## config.mk

```make
export PLATFORM = sky130hd
export DESIGN_NAME = bst_tap
export DESIGN_NICKNAME = d
export VERILOG_FILES = /design/src/shared/bst_pkg.sv /design/src/hdl/bst_sync.sv /design/src/hdl/bst_tap.sv
export VERILOG_INCLUDE_DIRS = /design/src /design/src/shared
export SDC_FILE = /design/constraint.sdc
export NUM_CORES = 1
export LEC_CHECK = 0
export ABC_CLOCK_PERIOD_IN_PS = 1600
export BUFFER_PORTS_ARGS = -buffer_cell sky130_fd_sc_hd__clkbuf_2
export CAP_MARGIN = 20
export CORE_UTILIZATION = 55
export CTS_BUF_LIST = sky130_fd_sc_hd__clkbuf_8
export CTS_CLUSTER_DIAMETER = 30
export CTS_CLUSTER_SIZE = 10
export DETAILED_ROUTE_END_ITERATION = 7
export PLACE_DENSITY = 0.77
export RECOVER_POWER = 100
export SYNTH_ARGS = -nofsm -noshare
export SYNTH_HDL_FRONTEND = slang
export SYNTH_SLANG_ARGS = --single-unit
```

## constraint.sdc

```tcl
create_clock -name clk_sys_i -period 1.6 [get_ports clk_sys_i]
set_input_delay 0.16 -clock clk_sys_i [delete_from_list [all_inputs] [get_ports clk_sys_i]]
set_output_delay 0.16 -clock clk_sys_i [all_outputs]
set_load 0.01 [all_outputs]
```

## src/shared/bst_regs.svh

```systemverilog
// Constants of the boundary-scan test port
`ifndef BST_REGS_SVH
`define BST_REGS_SVH
`define BST_IR_W 4
`define BST_IR_EXTEST 4'h0
`define BST_IR_SAMPLE 4'h1
`define BST_IR_IDCODE 4'h2
`define BST_IR_BYPASS 4'hF
`define BST_IR_CAPTURE 4'h1
`define BST_IR_RESET 4'h2
// Arbitrary version value
`define BST_ID_VERSION 4'h3
`define BST_ID_PART 16'h1234
`define BST_ID_MFR 11'h155
`define BST_BSR_LEN 8
`define BST_TRST_SETTLE 2'h3
`endif
```

## src/shared/bst_pkg.sv

```systemverilog
// Types of the boundary-scan test port
package bst_pkg;
  typedef enum logic [3:0] {
    BST_TLR, BST_RTI, BST_SEL_DR, BST_CAP_DR, BST_SHF_DR, BST_EX1_DR, BST_PAU_DR, BST_EX2_DR, BST_UPD_DR,
    BST_SEL_IR, BST_CAP_IR, BST_SHF_IR, BST_EX1_IR, BST_PAU_IR, BST_EX2_IR, BST_UPD_IR
  } bst_state_t;
  typedef struct packed {
    logic tck;
    logic tms;
    logic tdi;
    logic trst_n;
  } bst_pins_t;
  typedef struct packed {
    logic tdo;
    logic tdo_oe;
  } bst_out_t;
endpackage

```

## src/hdl/bst_sync.sv

```systemverilog
// Two-flop synchroniser for a group of pin inputs
`timescale 1ns/1ps
module bst_sync #(
  parameter int W = 4
) (
  input wire logic clk_sys_i,
  input wire logic rst_i,
  input wire logic [W-1:0] async_i,
  input wire logic [W-1:0] rst_val_i,
  output logic [W-1:0] sync_o
);
  logic [W-1:0] meta_q;
  logic [W-1:0] sync_q;
  // Reset loads the caller's rst_val_i into both stages; a pin at another level shows an edge two cycles after reset
  always_ff @(posedge clk_sys_i) begin
    if (rst_i) begin
      meta_q <= rst_val_i;
      sync_q <= rst_val_i;
    end else begin
      meta_q <= async_i;
      sync_q <= meta_q;
    end
  end
  assign sync_o = sync_q;
endmodule

```

## src/hdl/bst_tap.sv

```systemverilog
// Boundary-scan test access port: controller, instruction and data registers
`timescale 1ns/1ps
`include "bst_regs.svh"
//
// Behaviour
// - TMS sampled on rising TCK steps the port controller.
// - TDI captured on rising TCK edges.
// - TDO updated on falling TCK from the selected register.
// - TDO driver off whenever nothing is shifting.
// - Undriven TMS, TDI and TRST read as one; no pull-ups here, only reset loads the synchroniser with ones.
// - TRST low resets controller and instruction register at once.
// - Scan logic stepped by TCK only, independent of functional clocks; here TCK edges are sampled on clk_sys_i.
// - TDI routed to instruction or data register by controller state.
// - Four-bit instruction register shifts only in Shift-IR.
// - Instruction selects active data register and serial path.
// - Public instructions EXTEST, SAMPLE/PRELOAD, IDCODE, BYPASS supported.
// - Exactly three data registers: boundary, bypass, identification.
// - Boundary register forms one continuous chain around core pins.
// - Bypass inserts one shift stage between TDI and TDO.
// - Fixed 32-bit identification, version in bits 31:28, LSB first.
module bst_tap
  import bst_pkg::*;
#(
  parameter logic [3:0] ID_VERSION = `BST_ID_VERSION,
  parameter logic [15:0] ID_PART = `BST_ID_PART, // Arbitrary value
  parameter logic [10:0] ID_MFR = `BST_ID_MFR // Arbitrary value
) (
  input wire logic clk_sys_i,
  input wire logic rst_i,
  input wire logic tck_i,
  input wire logic tms_i,
  input wire logic tdi_i,
  input wire logic trst_n_i,
  input wire logic [`BST_BSR_LEN-1:0] core_pins_i,
  output logic tdo_o,
  output logic tdo_oe_o,
  output logic test_mode_o,
  output logic [`BST_BSR_LEN-1:0] bsr_drive_o,
  output logic [3:0] tap_state_o
);
  // ----------------------------------------------------------------
  // Pin sampling
  // ----------------------------------------------------------------
  bst_pins_t pins_raw;
  bst_pins_t pins_s;
  assign pins_raw = '{tck: tck_i, tms: tms_i, tdi: tdi_i, trst_n: trst_n_i};

  bst_sync #(.W(4)) u_sync (
    .clk_sys_i(clk_sys_i),
    .rst_i(rst_i),
    .async_i(pins_raw),
    .rst_val_i(4'hF),
    .sync_o(pins_s)
  );

  // TCK edges found by the system clock; the pins never clock a flop,
  // so scan activity cannot disturb functional timing.
  logic tck_prev_q;
  always_ff @(posedge clk_sys_i) begin
    if (rst_i) begin
      tck_prev_q <= 1'b1;
    end else begin
      tck_prev_q <= pins_s.tck;
    end
  end
  wire tck_rise = pins_s.tck & ~tck_prev_q;
  wire tck_fall = ~pins_s.tck & tck_prev_q;
  wire trst_act = ~pins_s.trst_n;

  // ----------------------------------------------------------------
  // Controller
  // ----------------------------------------------------------------
  bst_state_t state_q;
  bst_state_t state_d;
  wire tms = pins_s.tms;

  always_comb begin
    state_d = state_q;
    unique case (state_q)
      BST_TLR: state_d = tms ? BST_TLR : BST_RTI;
      BST_RTI: state_d = tms ? BST_SEL_DR : BST_RTI;
      BST_SEL_DR: state_d = tms ? BST_SEL_IR : BST_CAP_DR;
      BST_CAP_DR: state_d = tms ? BST_EX1_DR : BST_SHF_DR;
      BST_SHF_DR: state_d = tms ? BST_EX1_DR : BST_SHF_DR;
      BST_EX1_DR: state_d = tms ? BST_UPD_DR : BST_PAU_DR;
      BST_PAU_DR: state_d = tms ? BST_EX2_DR : BST_PAU_DR;
      BST_EX2_DR: state_d = tms ? BST_UPD_DR : BST_SHF_DR;
      BST_UPD_DR: state_d = tms ? BST_SEL_DR : BST_RTI;
      BST_SEL_IR: state_d = tms ? BST_TLR : BST_CAP_IR;
      BST_CAP_IR: state_d = tms ? BST_EX1_IR : BST_SHF_IR;
      BST_SHF_IR: state_d = tms ? BST_EX1_IR : BST_SHF_IR;
      BST_EX1_IR: state_d = tms ? BST_UPD_IR : BST_PAU_IR;
      BST_PAU_IR: state_d = tms ? BST_EX2_IR : BST_PAU_IR;
      BST_EX2_IR: state_d = tms ? BST_UPD_IR : BST_SHF_IR;
      BST_UPD_IR: state_d = tms ? BST_SEL_DR : BST_RTI;
    endcase
  end

  // TRST acts at once, without waiting for a TCK edge.
  always_ff @(posedge clk_sys_i) begin
    if (rst_i || trst_act) begin
      state_q <= BST_TLR;
    end else if (tck_rise) begin
      state_q <= state_d;
    end
  end

  // ----------------------------------------------------------------
  // Instruction register
  // ----------------------------------------------------------------
  logic [`BST_IR_W-1:0] ir_sh_q;
  logic [`BST_IR_W-1:0] ir_q;
  wire in_tlr = (state_q == BST_TLR);
  wire ir_shift = tck_rise && (state_q == BST_SHF_IR);
  wire ir_cap = tck_rise && (state_q == BST_CAP_IR);
  wire ir_upd = tck_rise && (state_q == BST_UPD_IR);

  always_ff @(posedge clk_sys_i) begin
    if (rst_i || trst_act || in_tlr) begin
      ir_sh_q <= `BST_IR_CAPTURE;
      ir_q <= `BST_IR_RESET;
    end else begin
      if (ir_cap) begin
        ir_sh_q <= `BST_IR_CAPTURE;
      end else if (ir_shift) begin
        ir_sh_q <= {pins_s.tdi, ir_sh_q[`BST_IR_W-1:1]};
      end
      if (ir_upd) begin
        ir_q <= ir_sh_q;
      end
    end
  end

  // ----------------------------------------------------------------
  // Instruction decode
  // ----------------------------------------------------------------
  wire sel_bsr = (ir_q == `BST_IR_EXTEST) || (ir_q == `BST_IR_SAMPLE);
  wire sel_id = (ir_q == `BST_IR_IDCODE);
  // Unknown codes fall to bypass, as the standard asks
  wire sel_byp = ~sel_bsr & ~sel_id;

  // ----------------------------------------------------------------
  // Data registers
  // ----------------------------------------------------------------
  wire [31:0] id_code = {ID_VERSION, ID_PART, ID_MFR, 1'b1};
  logic [31:0] id_q;
  logic byp_q;
  logic [`BST_BSR_LEN-1:0] bsr_q;
  logic [`BST_BSR_LEN-1:0] bsr_upd_q;
  wire dr_cap = tck_rise && (state_q == BST_CAP_DR);
  wire dr_shift = tck_rise && (state_q == BST_SHF_DR);
  wire dr_upd = tck_rise && (state_q == BST_UPD_DR);

  always_ff @(posedge clk_sys_i) begin
    if (rst_i || trst_act) begin
      id_q <= 32'h0000_0000;
      byp_q <= 1'b0;
      bsr_q <= '0;
    end else if (dr_cap) begin
      id_q <= id_code;
      byp_q <= 1'b0;
      bsr_q <= core_pins_i;
    end else if (dr_shift) begin
      if (sel_id) begin
        id_q <= {pins_s.tdi, id_q[31:1]};
      end
      if (sel_byp) begin
        byp_q <= pins_s.tdi;
      end
      if (sel_bsr) begin
        bsr_q <= {pins_s.tdi, bsr_q[`BST_BSR_LEN-1:1]};
      end
    end
  end

  always_ff @(posedge clk_sys_i) begin
    if (rst_i || trst_act) begin
      bsr_upd_q <= '0;
    end else if (dr_upd && sel_bsr) begin
      bsr_upd_q <= bsr_q;
    end
  end

  // ----------------------------------------------------------------
  // Serial output
  // ----------------------------------------------------------------
  wire dr_bit = sel_id ? id_q[0] : (sel_bsr ? bsr_q[0] : byp_q);
  wire shifting = (state_q == BST_SHF_DR) || (state_q == BST_SHF_IR);
  wire out_bit = (state_q == BST_SHF_IR) ? ir_sh_q[0] : dr_bit;
  logic tdo_q;
  logic tdo_oe_q;

  // Change on falling TCK so the tester samples a settled bit on rising
  always_ff @(posedge clk_sys_i) begin
    if (rst_i || trst_act) begin
      tdo_q <= 1'b0;
      tdo_oe_q <= 1'b0;
    end else if (tck_fall) begin
      tdo_q <= out_bit;
      tdo_oe_q <= shifting;
    end
  end

  assign tdo_o = tdo_q;
  assign tdo_oe_o = tdo_oe_q;
  assign test_mode_o = (ir_q == `BST_IR_EXTEST) && !in_tlr;
  assign bsr_drive_o = bsr_upd_q;
  assign tap_state_o = state_q;
endmodule

```

### After elaboration in Yosys (flattened, before gate mapping)

Index checks and enable logic that the tools add are counted.

| word-level totals | value |
|---|---|
| word-level logic and storage cells | 87 |
| memory bits (writable) | 0 |
| memories kept | 0 |
| output and inout bits | 15 |
| bits in latches | 0 |
| register bits | 72 |
| memory bits (read-only) | 0 |

| operators by class | value |
|---|---|
| multiplexer cells | 22 |
| equal/unequal tests | 17 |
| bitwise operators | 8 |
| reductions and logical operators | 27 |
| shifts and indexed selects | 0 |
| $add $sub $neg | 0 |
| $lt $le $gt $ge | 0 |
| div/mod/pow operators | 0 |
| multipliers | 0 |

Operator list:

| kind | number |
|---|---|
| two-way mux 30 bit | 3 |
| one-hot mux 4 bit (12 select lines) | 1 |
| equality test 4 bit, second input constant | 8 |
| two-way mux 8 bit | 3 |
| equality test 4 x 3 -> 1 bit, second input constant | 4 |
| two-way mux 4 bit | 4 |
| equality test 4 x 2 -> 1 bit, second input constant | 3 |
| equality test 4 x 1 -> 1 bit, second input constant | 2 |
| logical AND 1 bit | 8 |
| logical NOT 4 bit | 2 |
| AND reduction 2 bit | 4 |
| OR reduction 2 bit | 4 |
| two-way mux 1 bit | 6 |
| two-way mux 2 bit | 3 |
| two-way mux 3 bit | 2 |
| nonzero test 2 bit | 3 |
| NOT 1 bit | 5 |
| logical OR 1 bit | 4 |
| AND 1 bit | 3 |
| OR reduction 3 bit | 1 |
| logical NOT 1 bit | 1 |

### Longest topological paths before layout

| depth | value |
|---|---|
| depth in word-level cells | 5 |
| gate-level depth with buffers | 7 |
| mapped depth without buffers | 4 |

### Cells and area by module

A second synthesis with hierarchy kept.

| unflattened totals | value |
|---|---|
| cell total of the unflattened synthesis | 335 |
| area, all modules | 2,986.6 um2 |

Modules (own cells, without submodules):

| module | seq. area each (um2) | area an instance (um2) | times used | cells an instance |
|---|---|---|---|---|
| bst_tap | 1,281.2 | 2,695.1 | 1 | 318 |
| bst_sync | 160.2 | 291.5 | 1 | 17 |

### Worst setup path after synthesis

No wires, ideal clock.

| timing | value |
|---|---|
| kind | reg2reg |
| start point | reg state_q[2], in the netlist tap_state_o[2] |
| end point | reg byp_q |
| setup time | 117 ps |
| setup slack | 43 ps |
| required time | 1,483 ps |
| path buffers | 1 |
| arrival | 1,440 ps |
| stages on the path, launching flop included | 6 |
| cells stage by stage | dfxtp_1 > buf_2 > or4b_4 > nor3_2 > mux2i_1 > nor2_1 |

| between the ends | value |
|---|---|
| cells in the longest elaborated chain, start to end | 3 |
| elaborated cells on any way between the ends | 6 |
| those cells by class | eq/ne: 2; reduce/logical: 4 |

RTL lines:

| what | RTL line | source |
|---|---|---|
| start: declaration | bst_tap.sv:73 | `bst_state_t state_q;` |
| start signal: assignment | bst_tap.sv:104 | `state_q <= state_d;` |
| equality test 4 x 3 -> 1 bit or equality test 4 x 2 -> 1 bit (tied branches) | bst_tap.sv:151, bst_tap.sv:150 |  |
| logical AND 1 bit, on equally long branches | bst_tap.sv:151, bst_tap.sv:150 |  |
| AND reduction 2 bit (no source line) or OR reduction 2 bit (tied branches) | n/a |  |
| end signal: assignment | bst_tap.sv:168 | `byp_q <= pins_s.tdi;` |
| end: declaration | bst_tap.sv:147 | `logic byp_q;` |

Several ways; a longest one is shown, not always the timed one.
A chain may end at the register's enable or synchronous reset.

### Worst setup path after layout

| timing | value |
|---|---|
| start point | reg state_q[3], in the netlist tap_state_o[3] |
| end point | reg bsr_q[5] |

| between the ends | value |
|---|---|
| cells in the longest elaborated chain, start to end | 4 |
| elaborated cells on any way between the ends | 8 |
| those cells by class | eq/ne: 2; mux: 1; reduce/logical: 5 |

RTL lines:

| what | RTL line | source |
|---|---|---|
| equality test 4 x 2 -> 1 bit or equality test 4 x 3 -> 1 bit (tied branches) | bst_tap.sv:150, bst_tap.sv:151 |  |
| logical AND 1 bit, on equally long branches | bst_tap.sv:150, bst_tap.sv:151 |  |
| nonzero test 2 bit (no source line) | n/a |  |
| AND reduction 2 bit (no source line) | n/a |  |
| end signal: assignment | bst_tap.sv:162 | `bsr_q <= core_pins_i;` |
| end signal: assignment | bst_tap.sv:171 | `` bsr_q <= {pins_s.tdi, bsr_q[`BST_BSR_LEN-1:1]}; `` |
| end: declaration | bst_tap.sv:148 | `` logic [`BST_BSR_LEN-1:0] bsr_q; `` |

Several ways; a longest one is shown, not always the timed one.

==> impl_metrics.py <==
metrics = {
    "pwr": {
        "ir_drop_mv": 0.735,
        "leakagePower_nw": 1.37,
        "powerDensity_nw_per_um2": 951,
    },
    "clock_network": {
        "cts_htree_levels": 3,
        "numCtsBuffers": 9,
        "clockRootBuffer": "clkbuf_8",
        "cts.sinks": 72,
        "clk_pin_slew_ps": 80,
        "clk_latency_ps": 350,
        "clk_path_buf_depth": 2,
        "cts_tree": "built",
    },
    "die": {
        "die_h_um": 74.7,
        "die-area_um2": 5590,
        "core_um2": 5110,
        "start_util_pct": 57.0,
        "row_count": 26,
        "ios": 29,
        "dieWidth_um": 74.7,
    },
    "synth": {
        "yosysSeqAreaShare_pct": 49.5,
        "synth_mux_area_share_pct": 4.47,
        "synth_cell_type_count": 41,
        "synth-simple-area-share_pct": 27.8,
        "netlist.area_leader.share_pct": 49.5,
        "syn_inst": 345,
        "yosys_warnings": 0,
        "synth_compound_gate_area_share_pct": 13.0,
        "ys_ff_latch": 72,
        "synth_top_family_by_area": "simple AND/OR/NAND/NOR gates",
        "synth_fp_nets": 359,
        "synthTopCellsByArea": "dfxtp_1 50%, nand2_1 6.3%, nor3_1 6.0%, a21oi_1 5.0%, nor2_1 4.9%",
        "synth_fa_ha_area_share_pct": 0,
        "synth.largest_area_cell": "dfxtp_1",
        "syn_area_um2": 2910,
        "synth-xor-area-share_pct": 0.602,
        "syn_area_per_cell_um2": 8.44,
    },
    "finish": {
        "antennaDiodeCount": 0,
        "area_growth_pct": 23.2,
        "fin_area_um2": 3580,
        "final_util_pct": 70.2,
        "layout-drive-gt1-share_pct": 23.4,
        "stdcell_count": 463,
        "final_nets": 402,
    },
    "sta": {
        "setup_viol": 3,
        "period_minus_slack_ps": 1610,
        "hold_viol_final": 0,
        "whs_ps": 121,
        "fin_skew_ps": 9.44,
        "final_max_slew_viol_count": 0,
        "slew_headroom_pct": 70.5,
        "rsz0062_at_grt": "true",
        "fin_crit_sh_pct": 101,
        "tightest_slew_ps": 442,
        "setup_slack_ps": -9.26,
        "max_freq_mhz": 621,
    },
    "detailed_routing": {
        "routed_wl_um": 6290,
        "drtIter0Drc": 129,
        "via_per_inst": 5.49,
        "firstDrtPassIters": 4,
        "vias": 2543,
        "wl_per_cell_um": 13.6,
        "drc": 0,
        "ant_nets": 0,
    },
    "worst_setup_path": {
        "cp.required_ps": 1880,
        "endpoint_kind": "flop",
        "r2r_cells": 6,
        "crit_type": "reg2reg",
        "cp-start-kind": "flop",
        "critPathArrivalTime_ps": 1890,
        "ff2ff_setup_slack_ps": -9,
        "r2r_start": "tap_state_o[3]",
        "path_max_fanout": 4,
        "r2r_end": "bsr_q[5]",
    },
    "run_status": {
        "violations": "setup timing",
        "status": "complete, but fails checks",
    },
    "global_route": {
        "grt.total_usage_pct": 23.8,
        "grt_pass1_wl_um": 10000,
        "grt-ovfl-total": 0,
        "grt_pass1_vias": 2188,
        "grt_start_max_net_pins": 33,
        "antenna_found_initial": 0,
    },
    "placement": {
        "placed_area_um2": 3190,
        "dp.cells": 438,
        "gp_congestion": 0.853,
        "port_buffers": 28,
        "dp_hpwl_um": 4020,
    },
    "run": {
        "cap_violations": 0,
    },
    "min_path": {
        "hold_path_depth": 3,
        "hold_end": "bsr_q[4]",
        "hold_path_class": "in2reg",
        "min_from": "core_pins_i[4]",
    },
}
==> registers in the layout (all words and copies together) (netlist names) <==
name and flops:
u_sync.meta_q 4, ir_q 4, tdo_oe_o 1, tap_state_o 4
tck_prev_q 1, ir_sh_q 4, bsr_drive_o 8, tdo_o 1
u_sync.sync_o 4, bsr_q 8, id_q 32, byp_q 1
==> critical path, stage by stage (launching register included) <==
cell     delay, ps
dfxtp_4        350
buf_6          120
or4b_4         550
nor3_4         190
buf_6          150
a22oi_2         50
a21oi_1        140
==> cell usage after synthesis, drive strengths merged <==
master and n:
nor3b 1, a22oi 4, xnor2 1, a211oi 3, mux2i 13, nor2b 4, dfxtp 72, inv 4
nand4 3, a31oi 6, and4 1, nand4b 1, o2111ai 1, o31ai 2, or3 1, o21ai 12
nor2 39, or4b 1, buf 16, o221ai 3, clkbuf 9, nand3 9, o211ai 2, a21boi 1
nand2b 4, nor4b 2, a21oi 29, nor3 37, and4b 1, nand3b 1, and3 1, xor2 1
o211a 1, nand2 49, or2 10
==> per-layer routing <==
metal	vias up	track usage (%)	wire, um	share of wire [%]
met5	-	0	0	0
met4	0	13.4	129	2.0
met3	14	5.49	286	4.5
met2	68	35.9	2850	45
met1	1178	31.6	3030	48
li1	1283	-	-	-
==> stage by stage <==
step	setup TNS, ps	setup WS, ps	power, mW
3_5_place_dp	0	34.1	1.98
6_report	-13.2	-9.26	3.41
3_3_place_gp	0	105	1.97
5_1_grt	-328	-65.4	3.53
4_1_cts	-216	-46.4	3.43
2_1_floorplan	0	43.2	1.93
==> kinds of logic after synthesis <==
kind of cell	after synthesis
flops	72
mux	13
buf+inv	29
simple gates	165
compound gates	64
xor+xnor	2
==> timing repair <==
item / CTS / global route
endpoints found under the setup margin: 1 / 45
gates cloned: 0 / 1
hold endpoints to repair: 4 / 0
hold buffers: 4 / 0
pin swaps: 7 / 6
resized for setup: 13 / 15
buffers inserted: 3 / 1
==> worst max-delay path by stage <==
stage / startpoint / to / slack [ps] / cells after the start
CTS: tap_state_o[3] / bsr_q[0] / -50 / 6
detailed placement: ir_q[1] / id_q[29] / 30 / 6
global route: ir_q[3] / test_mode_o / -70 / 3
floorplan: tap_state_o[2] / byp_q / 40 / 5
global placement: ir_q[1] / id_q[29] / 100 / 6
finish: tap_state_o[3] / bsr_q[5] / -9 / 6
==> area by class of cell <==
type                       instances  area, um2
fill                             415       1520
sequential                        72       1450
multi-input combinational        244       1410
timing repair buffer              57        417
clock buffer                      10        138
tap                               70       87.6
clock inverter                     6       67.6
inverter                           4       15.0
==> power by group <==
| part | internal, mW | switching, mW |
|---|---|---|
| sequential | 1.80 | 0.00877 |
| clock | 0.767 | 0.690 |
| combinational | 0.0624 | 0.0772 |
==> cells in the final DEF, fill, tap and decap left out, drive strengths merged, types with 2 or more instances in the layout <==
master / Yosys / final
nand2b: 4 / 4
or2: 10 / 10
nand3: 9 / 9
a31oi: 6 / 6
a22oi: 4 / 4
inv: 4 / 5
nor2: 39 / 39
nor4b: 2 / 2
clkinvlp: 0 / 2
dfxtp: 72 / 72
a211oi: 3 / 3
clkinv: 0 / 2
o211ai: 2 / 2
o31ai: 2 / 2
nor3: 37 / 37
nand4: 3 / 3
dlygate4sd3: 0 / 4
clkbuf: 9 / 39
mux2i: 13 / 13
nor2b: 4 / 4
buf: 16 / 24
o21ai: 12 / 12
nand2: 49 / 49
o221ai: 3 / 3
a21oi: 29 / 29
Power figures use the tool's default switching activity.
